$ cat src/design/hwlc_cfg.svh
/*
 * Constants of the halfword logic, compare and shift datapath: opcodes,
 * instruction form codes, bit positions and sizes.
 * Assumes it is included by its bare name after the package is compiled.
 */
`ifndef HWLC_CFG_SVH
`define HWLC_CFG_SVH

// ==========================================================================
// Opcodes
// ==========================================================================
`define HWLC_OP_XOR_RR 8'h07
`define HWLC_OP_XOR_RX 8'h47
`define HWLC_OP_XOR_RS 8'hC7
`define HWLC_OP_UCMP_RR 8'h05
`define HWLC_OP_UCMP_RX 8'h45
`define HWLC_OP_UCMP_RS 8'hC5
`define HWLC_OP_FCMP_RR 8'h29
`define HWLC_OP_FCMP_RX 8'h69
`define HWLC_OP_SHL_RS 8'hCF

// ==========================================================================
// Form codes (top two opcode bits) and field positions
// ==========================================================================
`define HWLC_FORM_RR 2'h0
`define HWLC_FORM_RX 2'h1
`define HWLC_FORM_RS 2'h3
`define HWLC_HW_SIGN 15
`define HWLC_FP_SIGN 31
`define HWLC_FP_FRAC_MSB 23
`define HWLC_NO_INDEX 4'h0
`define HWLC_ODD_REG 4'h1
`define HWLC_HW_ZERO 16'h0000
`define HWLC_FRAC_ZERO 24'h000000

`endif

$ cat src/design/hwlc_pkg.sv
/*
 * Types of the halfword logic, compare and shift datapath.
 * Assumes nothing of its surroundings.
 */
package hwlc_pkg;

    // ======================================================================
    // Instruction word, left justified; short forms use the top 16 bits
    // ======================================================================
    typedef struct packed {
        logic [7:0] op;
        logic [3:0] r1;
        logic [3:0] x2;
        logic [15:0] addr;
    } hwlc_instr_t;

    // Condition code, carry first, as in status word bits 12 to 15
    typedef struct packed {
        logic c;
        logic v;
        logic g;
        logic l;
    } hwlc_cc_t;

    typedef enum logic [2:0] {OP_XOR, OP_UCMP, OP_FCMP, OP_SHL, OP_BAD} hwlc_op_t;

    typedef enum {ST_IDLE, ST_RDA, ST_RDB, ST_MEM, ST_SHIFT, ST_EXEC} hwlc_state_t;

endpackage

$ cat src/design/hwlc_core.sv
/*
 * Execution datapath for halfword exclusive-OR, unsigned compare,
 * floating compare and arithmetic left shift, in RR, RX and RS forms.
 * Assumes an outside fetch unit presents one instruction at a time and a
 * memory port that answers each read with an acknowledge.
 */
// Notes on behaviour
// [RULE1] Exclusive-OR writes first operand register
// [RULE2] Immediate exclusive-OR uses address sum
// [RULE3] Unsigned compare sets condition code only
// [RULE4] Compare by subtracting, difference discarded
// [RULE5] Immediate compare uses address sum
// [RULE6] Float compare algebraic, operands unchanged
// [RULE7] Float compare greater less encoding
// [RULE8] Shifted bits pass through carry
// [RULE9] Carry holds last bit out
// [RULE10] Shift count is low four bits
// [RULE11] Shift address field unsigned, no memory
// [RULE12] Zero shift keeps register, sets code
// [RULE13] Left arithmetic keeps sign, zero fill
// [RULE14] Shift sets greater less from result
// [RULE15] Opcode, register, index, address field layout
// [RULE16] Logic ops set greater less flags
// [RULE17] Index field zero adds nothing
`timescale 1ns/1ns
`default_nettype none
`include "hwlc_cfg.svh"

module hwlc_core (
    input wire logic clock, // 125 MHz processor clock
    input wire logic rst_b, // Async reset, active low
    input wire logic start, // Instruction valid, taken while idle
    input wire hwlc_pkg::hwlc_instr_t instr, // Instruction word
    output logic busy, // Instruction in progress
    output logic done_q, // One-cycle completion pulse
    output logic illegal_q, // Last opcode not handled here
    output hwlc_pkg::hwlc_cc_t cc_q, // Condition code bits 12 to 15
    output logic mem_req_q, // Memory read request
    output logic [15:0] mem_addr_q, // Memory read address
    input wire logic mem_ack, // Memory data valid
    input wire logic [31:0] mem_rdata, // Memory data, halfword in low bits
    input wire logic gpr_wr_en, // Register load, honoured while idle
    input wire logic [3:0] gpr_wr_addr, // Register load address
    input wire logic [15:0] gpr_wr_data, // Register load data
    input wire logic [3:0] gpr_rd_addr, // Register peek address, idle only
    output logic [15:0] gpr_rd_data // Register peek data, next cycle
);
    import hwlc_pkg::*;

    // ======================================================================
    // Decoding
    // ======================================================================
    // [RULE15] Opcode to operation class
    function automatic hwlc_op_t op_decode(input logic [7:0] op);
        case (op)
            `HWLC_OP_XOR_RR, `HWLC_OP_XOR_RX, `HWLC_OP_XOR_RS: op_decode = OP_XOR;
            `HWLC_OP_UCMP_RR, `HWLC_OP_UCMP_RX, `HWLC_OP_UCMP_RS: op_decode = OP_UCMP;
            `HWLC_OP_FCMP_RR, `HWLC_OP_FCMP_RX: op_decode = OP_FCMP;
            `HWLC_OP_SHL_RS: op_decode = OP_SHL;
            default: op_decode = OP_BAD;
        endcase
    endfunction

    // Greater and less bits of a signed halfword result
    function automatic logic [1:0] sign_gl(input logic [15:0] v);
        sign_gl = {~v[`HWLC_HW_SIGN] && (v != `HWLC_HW_ZERO), v[`HWLC_HW_SIGN]};
    endfunction

    // [RULE6] Sign, exponent, fraction ordering
    // Magnitude order of {exponent, fraction} holds for normalised numbers only
    function automatic logic [1:0] fcmp_gl(input logic [31:0] a, input logic [31:0] b);
        logic a_zero;
        logic b_zero;
        logic a_neg;
        logic b_neg;
        logic [30:0] a_mag;
        logic [30:0] b_mag;
        a_zero = (a[`HWLC_FP_FRAC_MSB:0] == `HWLC_FRAC_ZERO);
        b_zero = (b[`HWLC_FP_FRAC_MSB:0] == `HWLC_FRAC_ZERO);
        a_neg = a[`HWLC_FP_SIGN] && !a_zero;
        b_neg = b[`HWLC_FP_SIGN] && !b_zero;
        a_mag = a_zero ? '0 : a[30:0];
        b_mag = b_zero ? '0 : b[30:0];
        if (a_neg == b_neg && a_mag == b_mag) begin
            fcmp_gl = 2'h0;
        end else if (a_neg != b_neg) begin
            fcmp_gl = a_neg ? 2'h1 : 2'h2;
        end else if (a_mag > b_mag) begin
            fcmp_gl = a_neg ? 2'h1 : 2'h2;
        end else begin
            fcmp_gl = a_neg ? 2'h2 : 2'h1;
        end
    endfunction

    // ======================================================================
    // State and operands
    // ======================================================================
    hwlc_state_t state_q;
    hwlc_instr_t instr_q;
    logic [31:0] op1_q;
    logic [31:0] op2_q;
    logic [15:0] ea_q;
    hwlc_op_t opc;
    logic [1:0] form;
    logic [15:0] rd_a;
    logic [15:0] rd_b;
    logic [3:0] rd_a_addr;
    logic [3:0] rd_b_addr;
    logic [15:0] idx;
    logic [15:0] ea_d;
    logic rf_wr_en;
    logic [3:0] rf_wr_addr;
    logic [15:0] rf_wr_data;
    logic sh_start;
    logic sh_done;
    logic [15:0] sh_data;
    logic sh_carry;
    logic [15:0] xor_res;
    logic [16:0] diff;
    logic exec_write;

    assign opc = op_decode(instr_q.op);
    assign form = instr_q.op[7:6];
    assign busy = (state_q != ST_IDLE);
    assign gpr_rd_data = rd_a;

    // [RULE17] Index field zero
    assign idx = (instr_q.x2 == `HWLC_NO_INDEX) ? `HWLC_HW_ZERO : rd_b;
    // [RULE11] Address field as unsigned count or operand, wraps at 16 bits
    assign ea_d = instr_q.addr + idx;

    // Read addresses: first pass high words, second pass odd partners
    always_comb begin
        if (state_q == ST_RDA) begin
            rd_a_addr = instr_q.r1 | `HWLC_ODD_REG;
            rd_b_addr = instr_q.x2 | `HWLC_ODD_REG;
        end else if (state_q == ST_IDLE && start) begin
            rd_a_addr = instr.r1;
            rd_b_addr = instr.x2;
        end else begin
            rd_a_addr = gpr_rd_addr;
            rd_b_addr = instr_q.x2;
        end
    end

    // ======================================================================
    // Result datapath
    // ======================================================================
    // [RULE1] Exclusive-OR result
    assign xor_res = op1_q[31:16] ^ op2_q[15:0];
    // [RULE4] Subtract, keep only the borrow and zero
    assign diff = {1'b0, op1_q[31:16]} - {1'b0, op2_q[15:0]};
    // [RULE3] Only exclusive-OR and shift write back
    assign exec_write = (state_q == ST_EXEC) && (opc == OP_XOR || opc == OP_SHL);

    // Register writes; outside loads lose to nothing since they wait for idle
    always_comb begin
        rf_wr_en = exec_write || (gpr_wr_en && state_q == ST_IDLE);
        rf_wr_addr = exec_write ? instr_q.r1 : gpr_wr_addr;
        if (!exec_write) begin
            rf_wr_data = gpr_wr_data;
        end else if (opc == OP_SHL) begin
            rf_wr_data = sh_data;
        end else begin
            rf_wr_data = xor_res;
        end
    end

    hwlc_regfile #(.W(16), .DEPTH(16), .AW(4)) u_regfile (
        .clock(clock),
        .rst_b(rst_b),
        .rd_a_addr(rd_a_addr),
        .rd_b_addr(rd_b_addr),
        .rd_a_q(rd_a),
        .rd_b_q(rd_b),
        .wr_en(rf_wr_en),
        .wr_addr(rf_wr_addr),
        .wr_data(rf_wr_data)
    );

    // [RULE10] Low four bits of the sum
    assign sh_start = (state_q == ST_RDA) && (opc == OP_SHL);

    hwlc_shifter #(.W(16), .CW(4)) u_shifter (
        .clock(clock),
        .rst_b(rst_b),
        .start(sh_start),
        .data_in(rd_a),
        .count(ea_d[3:0]),
        .carry_in(cc_q.c),
        .busy_q(),
        .done_q(sh_done),
        .data_q(sh_data),
        .carry_q(sh_carry)
    );

    // ======================================================================
    // Sequencer
    // ======================================================================
    always_ff @(posedge clock or negedge rst_b) begin
        if (!rst_b) begin
            state_q <= ST_IDLE;
        end else begin
            case (state_q)
                ST_IDLE: begin
                    if (start) begin
                        state_q <= ST_RDA;
                    end
                end
                ST_RDA: begin
                    if (opc == OP_FCMP) begin
                        state_q <= ST_RDB;
                    end else if (opc == OP_SHL) begin
                        state_q <= ST_SHIFT;
                    end else if (opc != OP_BAD && form == `HWLC_FORM_RX) begin
                        state_q <= ST_MEM;
                    end else begin
                        state_q <= ST_EXEC;
                    end
                end
                ST_RDB: state_q <= (form == `HWLC_FORM_RX) ? ST_MEM : ST_EXEC;
                ST_MEM: state_q <= mem_ack ? ST_EXEC : ST_MEM;
                ST_SHIFT: state_q <= sh_done ? ST_EXEC : ST_SHIFT;
                ST_EXEC: state_q <= ST_IDLE;
                default: state_q <= ST_IDLE;
            endcase
        end
    end

    // Operand capture; halfword first operand sits in the top half
    // [RULE2] [RULE5] Immediate forms take the sum itself
    always_ff @(posedge clock or negedge rst_b) begin
        if (!rst_b) begin
            instr_q <= '0;
            op1_q <= '0;
            op2_q <= '0;
            ea_q <= '0;
        end else if (state_q == ST_IDLE && start) begin
            instr_q <= instr;
        end else if (state_q == ST_RDA) begin
            op1_q[31:16] <= rd_a;
            op2_q <= {rd_b, (form == `HWLC_FORM_RS) ? ea_d : rd_b};
            ea_q <= ea_d;
        end else if (state_q == ST_RDB) begin
            op1_q[15:0] <= rd_a;
            op2_q[15:0] <= rd_b;
        end else if (state_q == ST_MEM && mem_ack) begin
            op2_q <= (opc == OP_FCMP) ? mem_rdata : {16'h0000, mem_rdata[15:0]};
        end
    end

    // Memory request held until acknowledged; shifts never go out
    always_ff @(posedge clock or negedge rst_b) begin
        if (!rst_b) begin
            mem_req_q <= 1'b0;
            mem_addr_q <= '0;
        end else if (state_q == ST_RDB && form == `HWLC_FORM_RX) begin
            mem_req_q <= 1'b1;
            mem_addr_q <= ea_q;
        end else if (state_q == ST_RDA && opc != OP_FCMP && opc != OP_SHL
                     && opc != OP_BAD && form == `HWLC_FORM_RX) begin
            mem_req_q <= 1'b1;
            mem_addr_q <= ea_d;
        end else if (mem_ack) begin
            mem_req_q <= 1'b0;
        end
    end

    // Condition code; overflow bit is not touched by these operations
    always_ff @(posedge clock or negedge rst_b) begin
        if (!rst_b) begin
            cc_q <= '0;
        end else if (state_q == ST_EXEC) begin
            case (opc)
                // [RULE16] Sign of exclusive-OR result
                OP_XOR: {cc_q.g, cc_q.l} <= sign_gl(xor_res);
                // [RULE16] Unsigned order from borrow
                OP_UCMP: begin
                    cc_q.c <= diff[16];
                    cc_q.g <= !diff[16] && (diff[15:0] != `HWLC_HW_ZERO);
                    cc_q.l <= diff[16];
                end
                // [RULE7] Greater less pair
                OP_FCMP: {cc_q.g, cc_q.l} <= fcmp_gl(op1_q, op2_q);
                // [RULE9] [RULE14] Carry and sign of result
                OP_SHL: begin
                    cc_q.c <= sh_carry;
                    {cc_q.g, cc_q.l} <= sign_gl(sh_data);
                end
                default: cc_q <= cc_q;
            endcase
        end
    end

    // Completion pulse and illegal flag
    always_ff @(posedge clock or negedge rst_b) begin
        if (!rst_b) begin
            done_q <= 1'b0;
            illegal_q <= 1'b0;
        end else begin
            done_q <= (state_q == ST_EXEC);
            illegal_q <= (state_q == ST_EXEC) ? (opc == OP_BAD) : illegal_q;
        end
    end
endmodule
`default_nettype wire

$ cat src/design/hwlc_regfile.sv
/*
 * General register file: two read ports with registered data, one write.
 * Assumes the caller loads every register before use; storage has no reset.
 */
`timescale 1ns/1ns
`default_nettype none

module hwlc_regfile #(
    parameter int W = 16,
    parameter int DEPTH = 16,
    parameter int AW = 4
) (
    input wire logic clock, // Processor clock
    input wire logic rst_b, // Async reset, active low
    input wire logic [AW-1:0] rd_a_addr, // Read port A address
    input wire logic [AW-1:0] rd_b_addr, // Read port B address
    output logic [W-1:0] rd_a_q, // Port A data, one cycle later
    output logic [W-1:0] rd_b_q, // Port B data, one cycle later
    input wire logic wr_en, // Write strobe
    input wire logic [AW-1:0] wr_addr, // Write address
    input wire logic [W-1:0] wr_data // Write data
);

    // ======================================================================
    // Storage
    // ======================================================================
    logic [W-1:0] mem [DEPTH];

    // Storage left unreset so it maps to plain RAM
    always_ff @(posedge clock) begin
        if (wr_en) begin
            mem[wr_addr] <= wr_data;
        end
    end

    // Registered reads; a same-cycle write shows up one read later
    always_ff @(posedge clock or negedge rst_b) begin
        if (!rst_b) begin
            rd_a_q <= '0;
            rd_b_q <= '0;
        end else begin
            rd_a_q <= mem[rd_a_addr];
            rd_b_q <= mem[rd_b_addr];
        end
    end

endmodule
`default_nettype wire

$ cat src/design/hwlc_shifter.sv
/*
 * Arithmetic left shifter, one position per clock, with carry tracking.
 * Assumes start is a single-cycle pulse given only while not busy.
 */
`timescale 1ns/1ns
`default_nettype none

module hwlc_shifter #(
    parameter int W = 16,
    parameter int CW = 4
) (
    input wire logic clock, // Processor clock
    input wire logic rst_b, // Async reset, active low
    input wire logic start, // Load operand and count
    input wire logic [W-1:0] data_in, // Value to shift
    input wire logic [CW-1:0] count, // Positions to shift
    input wire logic carry_in, // Carry kept on a zero count
    output logic busy_q, // Shifting in progress
    output logic done_q, // One-cycle completion pulse
    output logic [W-1:0] data_q, // Shifted value
    output logic carry_q // Last bit shifted out
);

    logic [CW-1:0] left_q;

    // ======================================================================
    // Data path
    // ======================================================================
    // [RULE13] Sign held, zero fill
    // [RULE8] Bit leaving passes carry
    always_ff @(posedge clock or negedge rst_b) begin
        if (!rst_b) begin
            data_q <= '0;
            carry_q <= 1'b0;
        end else if (start) begin
            data_q <= data_in;
            carry_q <= carry_in;
        end else if (busy_q) begin
            carry_q <= data_q[W-2];
            data_q <= {data_q[W-1], data_q[W-3:0], 1'b0};
        end
    end

    // [RULE12] Zero count finishes unaltered
    // Step counter; one cycle per position keeps the path short
    always_ff @(posedge clock or negedge rst_b) begin
        if (!rst_b) begin
            left_q <= '0;
            busy_q <= 1'b0;
            done_q <= 1'b0;
        end else if (start) begin
            left_q <= count;
            busy_q <= (count != '0);
            done_q <= (count == '0);
        end else begin
            left_q <= busy_q ? left_q - 1'b1 : left_q;
            busy_q <= busy_q && (left_q != 1'b1);
            done_q <= busy_q && (left_q == 1'b1);
        end
    end
endmodule
`default_nettype wire

$ cat config.mk
export PLATFORM = sky130hd
export DESIGN_NAME = hwlc_core
export DESIGN_NICKNAME = d
export VERILOG_FILES = /design/src/design/hwlc_pkg.sv /design/src/design/hwlc_core.sv /design/src/design/hwlc_regfile.sv /design/src/design/hwlc_shifter.sv
export VERILOG_INCLUDE_DIRS = /design/src /design/src/design
export SDC_FILE = /design/constraint.sdc
export NUM_CORES = 1
export LEC_CHECK = 0
export ABC_AREA = 1
export BUFFER_PORTS_ARGS = -buffer_cell sky130_fd_sc_hd__buf_4
export CORE_ASPECT_RATIO = 1.75
export CORE_MARGIN = 1.5
export CORE_UTILIZATION = 59
export CTS_CLUSTER_SIZE = 16
export DETAILED_ROUTE_END_ITERATION = 6
export PLACE_DENSITY_LB_ADDON = 0.08
export SETUP_SLACK_MARGIN = 0.4
export SLEW_MARGIN = 15
export SYNTH_ARGS = -nofsm -noshare
export SYNTH_HDL_FRONTEND = slang
export SYNTH_HIERARCHICAL = 1
export SYNTH_SLANG_ARGS = --single-unit
$ cat constraint.sdc
create_clock -name clock -period 8.3 [get_ports clock]
set_clock_uncertainty 0.2 [all_clocks]
set_input_delay 0.415 -clock clock [delete_from_list [all_inputs] [get_ports clock]]
set_output_delay 0.415 -clock clock [all_outputs]
set_load 0.005 [all_outputs]
# ---- Yosys cells after proc, flatten, opt, wreduce, memory -nomap -nowiden
# Memory sizes are Yosys's and may differ from the RTL's. A register that Yosys moved wholly into a read port is not among the register bits.
# Cells that the tools add are included.
dict set report totals {
  reg_bits 189
  mem_count 1
  input_bits 93
  latchBits 0
  romBits 0
  ram_bits 256
  wordCells 167
  out_inout_bits 40
}
dict set report op_classes {
  eq_ne 33
  shifts 0
  n_reduce_logical 54
  n_lt_le_gt_ge 1
  div_mod_pow 0
  n_mul 0
  n_mux 47
  bitwise 5
  n_addsub 3
}
# memory depth word_bits read_ports rd_clocked_by_memory_dff write_ports line
set mem_list {}
lappend mem_list {u_regfile.mem 16 16 2 2 1 hwlc_regfile.sv:27} ;# logic [W-1:0] mem [DEPTH];
# operator count
set op_table {}
lappend op_table {{case mux 32 bit (5 select lines)} 1}
lappend op_table {{two-way mux 16 bit} 9}
lappend op_table {{two-way mux 32 bit} 4}
lappend op_table {{equality test 32 x 2 -> 1 bit (second input constant)} 3}
lappend op_table {{equality test 32 x 3 -> 1 bit (second input constant)} 3}
lappend op_table {{logical NOT 32 bit} 2}
lappend op_table {{two-way mux 31 bit} 2}
lappend op_table {{logical NOT 24 bit} 2}
lappend op_table {{nonzero test 16 bit} 3}
lappend op_table {{equality test 32 x 1 -> 1 bit (second input constant)} 1}
lappend op_table {{equality test 32 x 4 -> 1 bit (second input constant)} 1}
lappend op_table {{nonzero test 32 bit} 1}
lappend op_table {{equality test 31 bit} 1}
lappend op_table {{> comparator 31 bit} 1}
lappend op_table {{two-way mux 4 bit} 7}
lappend op_table {{equality test 8 x 7 -> 1 bit (second input constant)} 3}
lappend op_table {{equality test 8 bit (second input constant)} 3}
lappend op_table {{logical AND 1 bit} 19}
lappend op_table {{subtractor 16 x 16 -> 17 bit} 1}
lappend op_table {{adder 16 bit} 1}
lappend op_table {{equality test 8 x 3 -> 1 bit (second input constant)} 2}
lappend op_table {{bitwise XOR 16 bit} 1}
lappend op_table {{two-way mux 15 bit} 1}
lappend op_table {{two-way mux 3 bit} 5}
lappend op_table {{other kinds (31)} 66}

# ---- Depth between registers and ports, before layout
dict set report logic_depth {
  ltp_word 10
  mapped_depth 22
  ltp_nobuf 22
}

# ---- Hierarchy
# The synthesis kept the hierarchy.
# mod seq_area_each_um2 instances area_each_um2 cells_each
set modules_own_cells {}
lappend modules_own_cells {hwlc_regfile 8488.1 1 14511.4 1673}
lappend modules_own_cells {hwlc_core 3428.3 1 9749.4 1443}
lappend modules_own_cells {hwlc_shifter 575.6 1 1054.8 128}

# ---- Least setup slack after synthesis
# Ideal clock, no wire load.
dict set report synth_path {
  path_type {register -> register}
  from {reg instr_q[29] in the netlist's numbering}
  to {mem u_regfile.mem[12][0] (enable)}
  setup_time_ns 0.388
  period_less_slack_ns 3.113
  required_ns 7.712
  stages_incl_launch_ff 11
  arrival_ns 2.525
  slack_ns 5.187
  n_path_buf 1
  path_cell_list {dfrtp_1 > nor2_2 > o21ai_1 > nor3_2 > nor2_2 > o21ai_2 > nand2_4 > buf_2 > o21ai_0 > nand3_1 > nor2_1}
}
dict set report synth_via {
  elab_cells_between_ends 21
  classes_between {eq/ne: 10; mux: 4; reduce/logical: 7}
}
# item line
set synth_lines {}
lappend synth_lines {{start, declared} hwlc_core.sv:99} ;# hwlc_instr_t instr_q;
lappend synth_lines {{start signal, assigned} hwlc_core.sv:239} ;# instr_q <= instr;
lappend synth_lines {{equality test 8 x 3 -> 1 bit, or another cell as far along} hwlc_core.sv:55} ;# case (op)
lappend synth_lines {{OR reduction 3 bit or OR reduction 2 bit (tied branches)} hwlc_core.sv:55}
lappend synth_lines {{case mux 3 bit (4 select lines) *} hwlc_core.sv:55}
lappend synth_lines {{equality test 3 x 2 -> 1 bit or logical NOT 3 bit (tied branches)} hwlc_core.sv:154} ;# assign exec_write = (state_q == ST_EXEC) && (opc == OP_XOR || opc == OP_SHL);
lappend synth_lines {{logical OR 1 bit *} hwlc_core.sv:154}
lappend synth_lines {{logical AND 1 bit *} hwlc_core.sv:154}
lappend synth_lines {{two-way mux 4 bit *} hwlc_core.sv:159} ;# rf_wr_addr = exec_write ? instr_q.r1 : gpr_wr_addr;
lappend synth_lines {{named net rf_wr_addr[3]} hwlc_core.sv:112} ;# logic [3:0] rf_wr_addr;
lappend synth_lines {{end, declared} hwlc_regfile.sv:27}
# The timed path passes the listed nets; every way through them passes the cells marked *.

# ---- Worst setup path in the final report
dict set report layout_path {
  from {reg state_q[0]}
  to {reg u_regfile.rd_a_q[4] (read register of u_regfile.mem)}
}
dict set report layout_via {
  elab_chain_cells 4
  elab_cells_between_ends 5
  classes_between {eq/ne: 1; mux: 2; reduce/logical: 2}
}
# item line
set layout_rtl {}
lappend layout_rtl {{start, declared} hwlc_core.sv:98} ;# hwlc_state_t state_q;
lappend layout_rtl {{start signal, assigned} hwlc_core.sv:221} ;# ST_RDB: state_q <= (form == `HWLC_FORM_RX) ? ST_MEM : ST_EXEC;
lappend layout_rtl {{start signal, assigned} hwlc_core.sv:222} ;# ST_MEM: state_q <= mem_ack ? ST_EXEC : ST_MEM;
lappend layout_rtl {{start signal, assigned} hwlc_core.sv:223} ;# ST_SHIFT: state_q <= sh_done ? ST_EXEC : ST_SHIFT;
lappend layout_rtl {{logical NOT 32 bit} hwlc_core.sv:137} ;# end else if (state_q == ST_IDLE && start) begin
lappend layout_rtl {{logical AND 1 bit} hwlc_core.sv:137}
lappend layout_rtl {{two-way mux 4 bit} hwlc_core.sv:137}
lappend layout_rtl {{two-way mux 4 bit *} hwlc_core.sv:134} ;# if (state_q == ST_RDA) begin
lappend layout_rtl {{named net rd_a_addr[0]} hwlc_core.sv:107} ;# logic [3:0] rd_a_addr;
lappend layout_rtl {{end, declared} hwlc_regfile.sv:17} ;# output logic [W-1:0] rd_a_q,
# Marks and branches as above.
# A chain may end at the register's enable or synchronous reset.

==> flow_metrics.env <==
export IMPL_status="finished, final reports clean"
export IMPL_synth_top_cells_by_count="sky130_fd_sc_hd__nand2_1 (1055), sky130_fd_sc_hd__nand3_1 (531), sky130_fd_sc_hd__inv_1 (452)"
export IMPL_routabilityCongestion=0.9697
export IMPL_crit_path_end_kind="flop"
export IMPL_syn2layout_area_growth_pct=12.06
export IMPL_clock_tree_buffer_depth=3
export IMPL_power_share_combinational_pct=53.1
export IMPL_ff2ff_setup_slack_ps=2710
export IMPL_worstSkewPairLatency_ps=570
export IMPL_timing_worst_setup_path_type="reg2reg"
export IMPL_clock_root_buffer="sky130_fd_sc_hd__clkbuf_16"
export IMPL_path_max_fanout=65
export IMPL_initial_core_util_pct=59.68
export IMPL_finalMaxSlewViolations=0
export IMPL_worst_pin_slew_ps=1264
export IMPL_via_per_inst=5.849
export IMPL_count_of_flip_flops_with_a_built_in_enable_after_synthesis=256
export IMPL_critical_path_reg2reg_endpoint="u_regfile/rd_a_q[4]"
export IMPL_post_cts_resized_instances=0
export IMPL_syn_nets=3403
export IMPL_num_cts_buffers=42
export IMPL_totalWireLength_mm=84.95
export IMPL_critPathArrivalTime_ps=5840
export IMPL_grt_start_max_net_pins=105
export IMPL_min_path_cells=3
export IMPL_cap_violations=0
export IMPL_postSynth_topFlopCell="sky130_fd_sc_hd__edfxtp_1"
export IMPL_max_slew_margin_pct=15.71
export IMPL_power_report_internal_total_mw=5.799
export IMPL_design_power_total_mw=11.30
export IMPL_period_needed_ps=5591
export IMPL_yosys_cell_types_count=55
export IMPL_synth_async_reset_ratio_pct=42.86
export IMPL_hold_end="op2_q[4]"
export IMPL_htreeDepth=2
export IMPL_setup_worst_path_start_class="flop"
export IMPL_postRouteAntennaNets=0
export IMPL_synth_cell_area_um2=25320
export IMPL_dpl_hpwl_mm=57.75
export IMPL_synth_largest_type_area_fraction_pct=30.37
export IMPL_dr_total_vias=22930
export IMPL_worst_ep_required_time_ps=8550
export IMPL_seqPwrFrac_pct=28.9
export IMPL_ios=133
export IMPL_netSwitchingFraction_pct=48.70
export IMPL_worst_ir_drop_vdd_uv=277.8
export IMPL_clkPwrFrac_pct=18.0
export IMPL_power_density_nw_per_um2=398.5
export IMPL_numPortBuffers=131
export IMPL_track_usage_pct=38.29
export IMPL_synth_warning_count=6
export IMPL_synth_seq_area_share_pct=49.35
export IMPL_routed_wire_length_per_instance_um=21.67
export IMPL_global_route_overflow_total=0
export IMPL_floorplan_core_area_um2=42420
export IMPL_cts_tree="yes"
export IMPL_first_global_vias=22230
export IMPL_setup_repair_after_global_routing_missed_its_margin="no"
export IMPL_detail_route_drc_violations=0
export IMPL_syn_instance_count=3244
export IMPL_setup_worst_path_start="state_q[0]"
export IMPL_yosys_top_cells_area="sky130_fd_sc_hd__edfxtp_1 (30%), sky130_fd_sc_hd__dfrtp_1 (19%), sky130_fd_sc_hd__nand2_1 (16%)"
export IMPL_antenna_found_initial=1
export IMPL_rr_startpoint="state_q[0]"
export IMPL_proportion_of_layout_cells_with_a_drive_suffix_above_1_pct=9.021
export IMPL_cts_num_sinks=448
export IMPL_register_to_register_path_depth=14
export IMPL_n_fill_cell=3571
export IMPL_max_clock_freq_mhz=178.9
export IMPL_p_sw_mw=5.506
export IMPL_fp_dieArea_um2=44210
export IMPL_first_pass_grt_wire_length_mm=127.6
export IMPL_average_cell_area_after_synthesis_um2=7.804
export IMPL_synth_top_area_cell="sky130_fd_sc_hd__edfxtp_1"
export IMPL_timing_hold_worst_start="mem_rdata[4]"
export IMPL_core_rowCount=100
export IMPL_total_leakage_power_nw=13.75
export IMPL_die_height_um=277.0
export IMPL_path_clk_slew_ps=70
export IMPL_drt_initial_drc_count=2816
export IMPL_dominant_cell_by_count_in_the_synthesized_netlist="sky130_fd_sc_hd__nand2_1"
export IMPL_worstHoldPathType="in2reg"
export IMPL_placed_cell_area_um2=26520
export IMPL_synth_seq_cells=448
export IMPL_post_route_period_util_pct=67.36
export IMPL_fin_setup_tns_ps=0
export IMPL_design_final_nets=3485
export IMPL_design_area_um2=28370
export IMPL_router_iterations_before_antenna_repair=7
export IMPL_finalSetupViolations=0
export IMPL_final_hold_violation_count=0
export IMPL_dieWidth_um=159.6
==> state kept, by name, indices dropped and copies added (netlist names) <==
signal	cells
u_regfile/rd_a_q	16
mem_addr_q	16
op1_q	32
form	2
illegal_q	1
u_regfile/rd_b_q	16
u_shifter/data_q	16
state_q	3
op2_q	32
u_shifter/left_q	4
u_shifter/busy_q	1
cc_q	3
ea_q	16
mem_req_q	1
done_q	1
u_regfile/mem	256
instr_q	30
u_shifter/carry_q	1
u_shifter/done_q	1
==> cell type report <==
| type | count | area (um2) | area share, % |
|---|---|---|---|
| Sequential cell | 448 | 12490 | 44.03 |
| Antenna cell | 1 | 2.502 | 0.008821 |
| Timing Repair Buffer | 217 | 1738 | 6.126 |
| Tap cell | 561 | 701.9 | 2.474 |
| Clock inverter | 22 | 245.2 | 0.8644 |
| Inverter | 468 | 1767 | 6.227 |
| Clock buffer | 55 | 1194 | 4.207 |
| Multi-Input combinational cell | 2149 | 10230 | 36.06 |
==> power by group through the flow <==
| stage | Sequential, mW | Clock (mW) | Combinational [mW] |
|---|---|---|---|
| 2_1_floorplan | 3.05 | 0 | 4.26 |
| 3_3_place_gp | 3.29 | 0 | 5.74 |
| 3_5_place_dp | 3.30 | 0 | 5.82 |
| 4_1_cts | 3.25 | 2.05 | 5.89 |
| 5_1_grt | 3.29 | 2.13 | 6.58 |
| 6_report | 3.27 | 2.03 | 6.00 |
==> cells by family (layout without fill, tap and decap cells) <==
| logic type | Yosys count | in the layout | synth area share (%) |
|---|---|---|---|
| other | 1 | 2 | 0.01481 |
| adder cells (fa/ha/maj) | 66 | 66 | 3.321 |
| flip-flops | 448 | 448 | 49.35 |
| AO/OA/AOI/OAI | 279 | 279 | 6.252 |
| AND/OR/NAND/NOR | 1791 | 1791 | 29.81 |
| XOR/XNOR | 12 | 12 | 0.4152 |
| buffers and inverters | 647 | 762 | 10.84 |
==> layout by cell type, fill, tap and decap left out, types with 3 or more instances in the layout <==
cell                            Yosys  routed
sky130_fd_sc_hd__nand3_1          531     529
sky130_fd_sc_hd__clkinv_1           2       5
sky130_fd_sc_hd__a21o_1             3       3
sky130_fd_sc_hd__clkbuf_1          75       7
sky130_fd_sc_hd__dfrtp_1          192     192
sky130_fd_sc_hd__nand3_4            1       3
sky130_fd_sc_hd__inv_1            452     451
sky130_fd_sc_hd__ha_1              64      64
sky130_fd_sc_hd__dlygate4sd3_1      0      41
sky130_fd_sc_hd__clkbuf_16          0      45
sky130_fd_sc_hd__o21ai_1            4       4
sky130_fd_sc_hd__bufinv_16          0       5
sky130_fd_sc_hd__nand3b_1           8       8
sky130_fd_sc_hd__clkinv_2           0      13
sky130_fd_sc_hd__o21a_1             5       5
sky130_fd_sc_hd__inv_2             12      10
sky130_fd_sc_hd__o211ai_1          21      21
sky130_fd_sc_hd__nand4_1           12      12
sky130_fd_sc_hd__a31oi_2            3       7
sky130_fd_sc_hd__buf_4              9     175
sky130_fd_sc_hd__nor2_2             3      15
sky130_fd_sc_hd__xor2_1             9       9
sky130_fd_sc_hd__clkbuf_8           0       4
sky130_fd_sc_hd__xnor2_1            3       3
sky130_fd_sc_hd__nand2_4            3       3
sky130_fd_sc_hd__a31oi_1           30      24
sky130_fd_sc_hd__nand2_1         1055    1054
sky130_fd_sc_hd__nor2_1           160     143
sky130_fd_sc_hd__o21bai_1           4       4
sky130_fd_sc_hd__nand2_2            2       3
sky130_fd_sc_hd__nor3_1             6       6
sky130_fd_sc_hd__nor2_4             1       6
sky130_fd_sc_hd__a21oi_1           64      64
sky130_fd_sc_hd__edfxtp_1         256     256
sky130_fd_sc_hd__nor4_1             4       4
sky130_fd_sc_hd__o21ai_0          130     130
==> critical path: stages (launching register included) <==
cell and delay, ps:
sky130_fd_sc_hd__dfrtp_1 410, sky130_fd_sc_hd__nor2_1 210, sky130_fd_sc_hd__nand2_1 150, sky130_fd_sc_hd__nor2_2 120
sky130_fd_sc_hd__buf_4 380, sky130_fd_sc_hd__clkinv_1 730, sky130_fd_sc_hd__nand2_1 350, sky130_fd_sc_hd__nand3_4 600
sky130_fd_sc_hd__clkinv_2 980, sky130_fd_sc_hd__buf_4 700, sky130_fd_sc_hd__nand2_1 130, sky130_fd_sc_hd__nand3_1 100
sky130_fd_sc_hd__nand3_1 100, sky130_fd_sc_hd__nand3_1 100, sky130_fd_sc_hd__nand2_1 70
==> stage by stage <==
step,utilization (%),setup WS (ps),cells,hold slack [ps]
after floorplan,-,5187,3244,-80.59
after global placement,62.50,3111,3802,254.7
after detailed placement,62.52,2912,3802,260.9
after CTS,66.88,2877,3920,21.84
after global routing,66.88,2324,3921,45.78
final,66.88,2709,3921,32.50
==> worst max-delay path by stage <==
stage | end
global route | u_regfile/rd_a_q[3]
floorplan | u_regfile/mem[12][0]
detailed placement | u_regfile/rd_a_q[5]
finish | u_regfile/rd_a_q[4]
global placement | u_regfile/rd_a_q[3]
CTS | u_regfile/rd_a_q[5]
==> routing by layer <==
layer	GRT usage, %	vias to the layer above	part of all wire [%]
met2	66.25	1358	49
met3	5.946	376	9.7
met1	43.47	10610	34
met5	0	-	0
li1	-	10590	-
met4	25.98	0	7.8
==> what timing repair did <==
| item | 4_1_cts | 5_1_grt |
|---|---|---|
| hold endpoints to repair | 106 | 0 |
| hold buffers | 41 | 0 |
| setup buffers | 0 | 0 |
(Power assumes the default switching activity.)
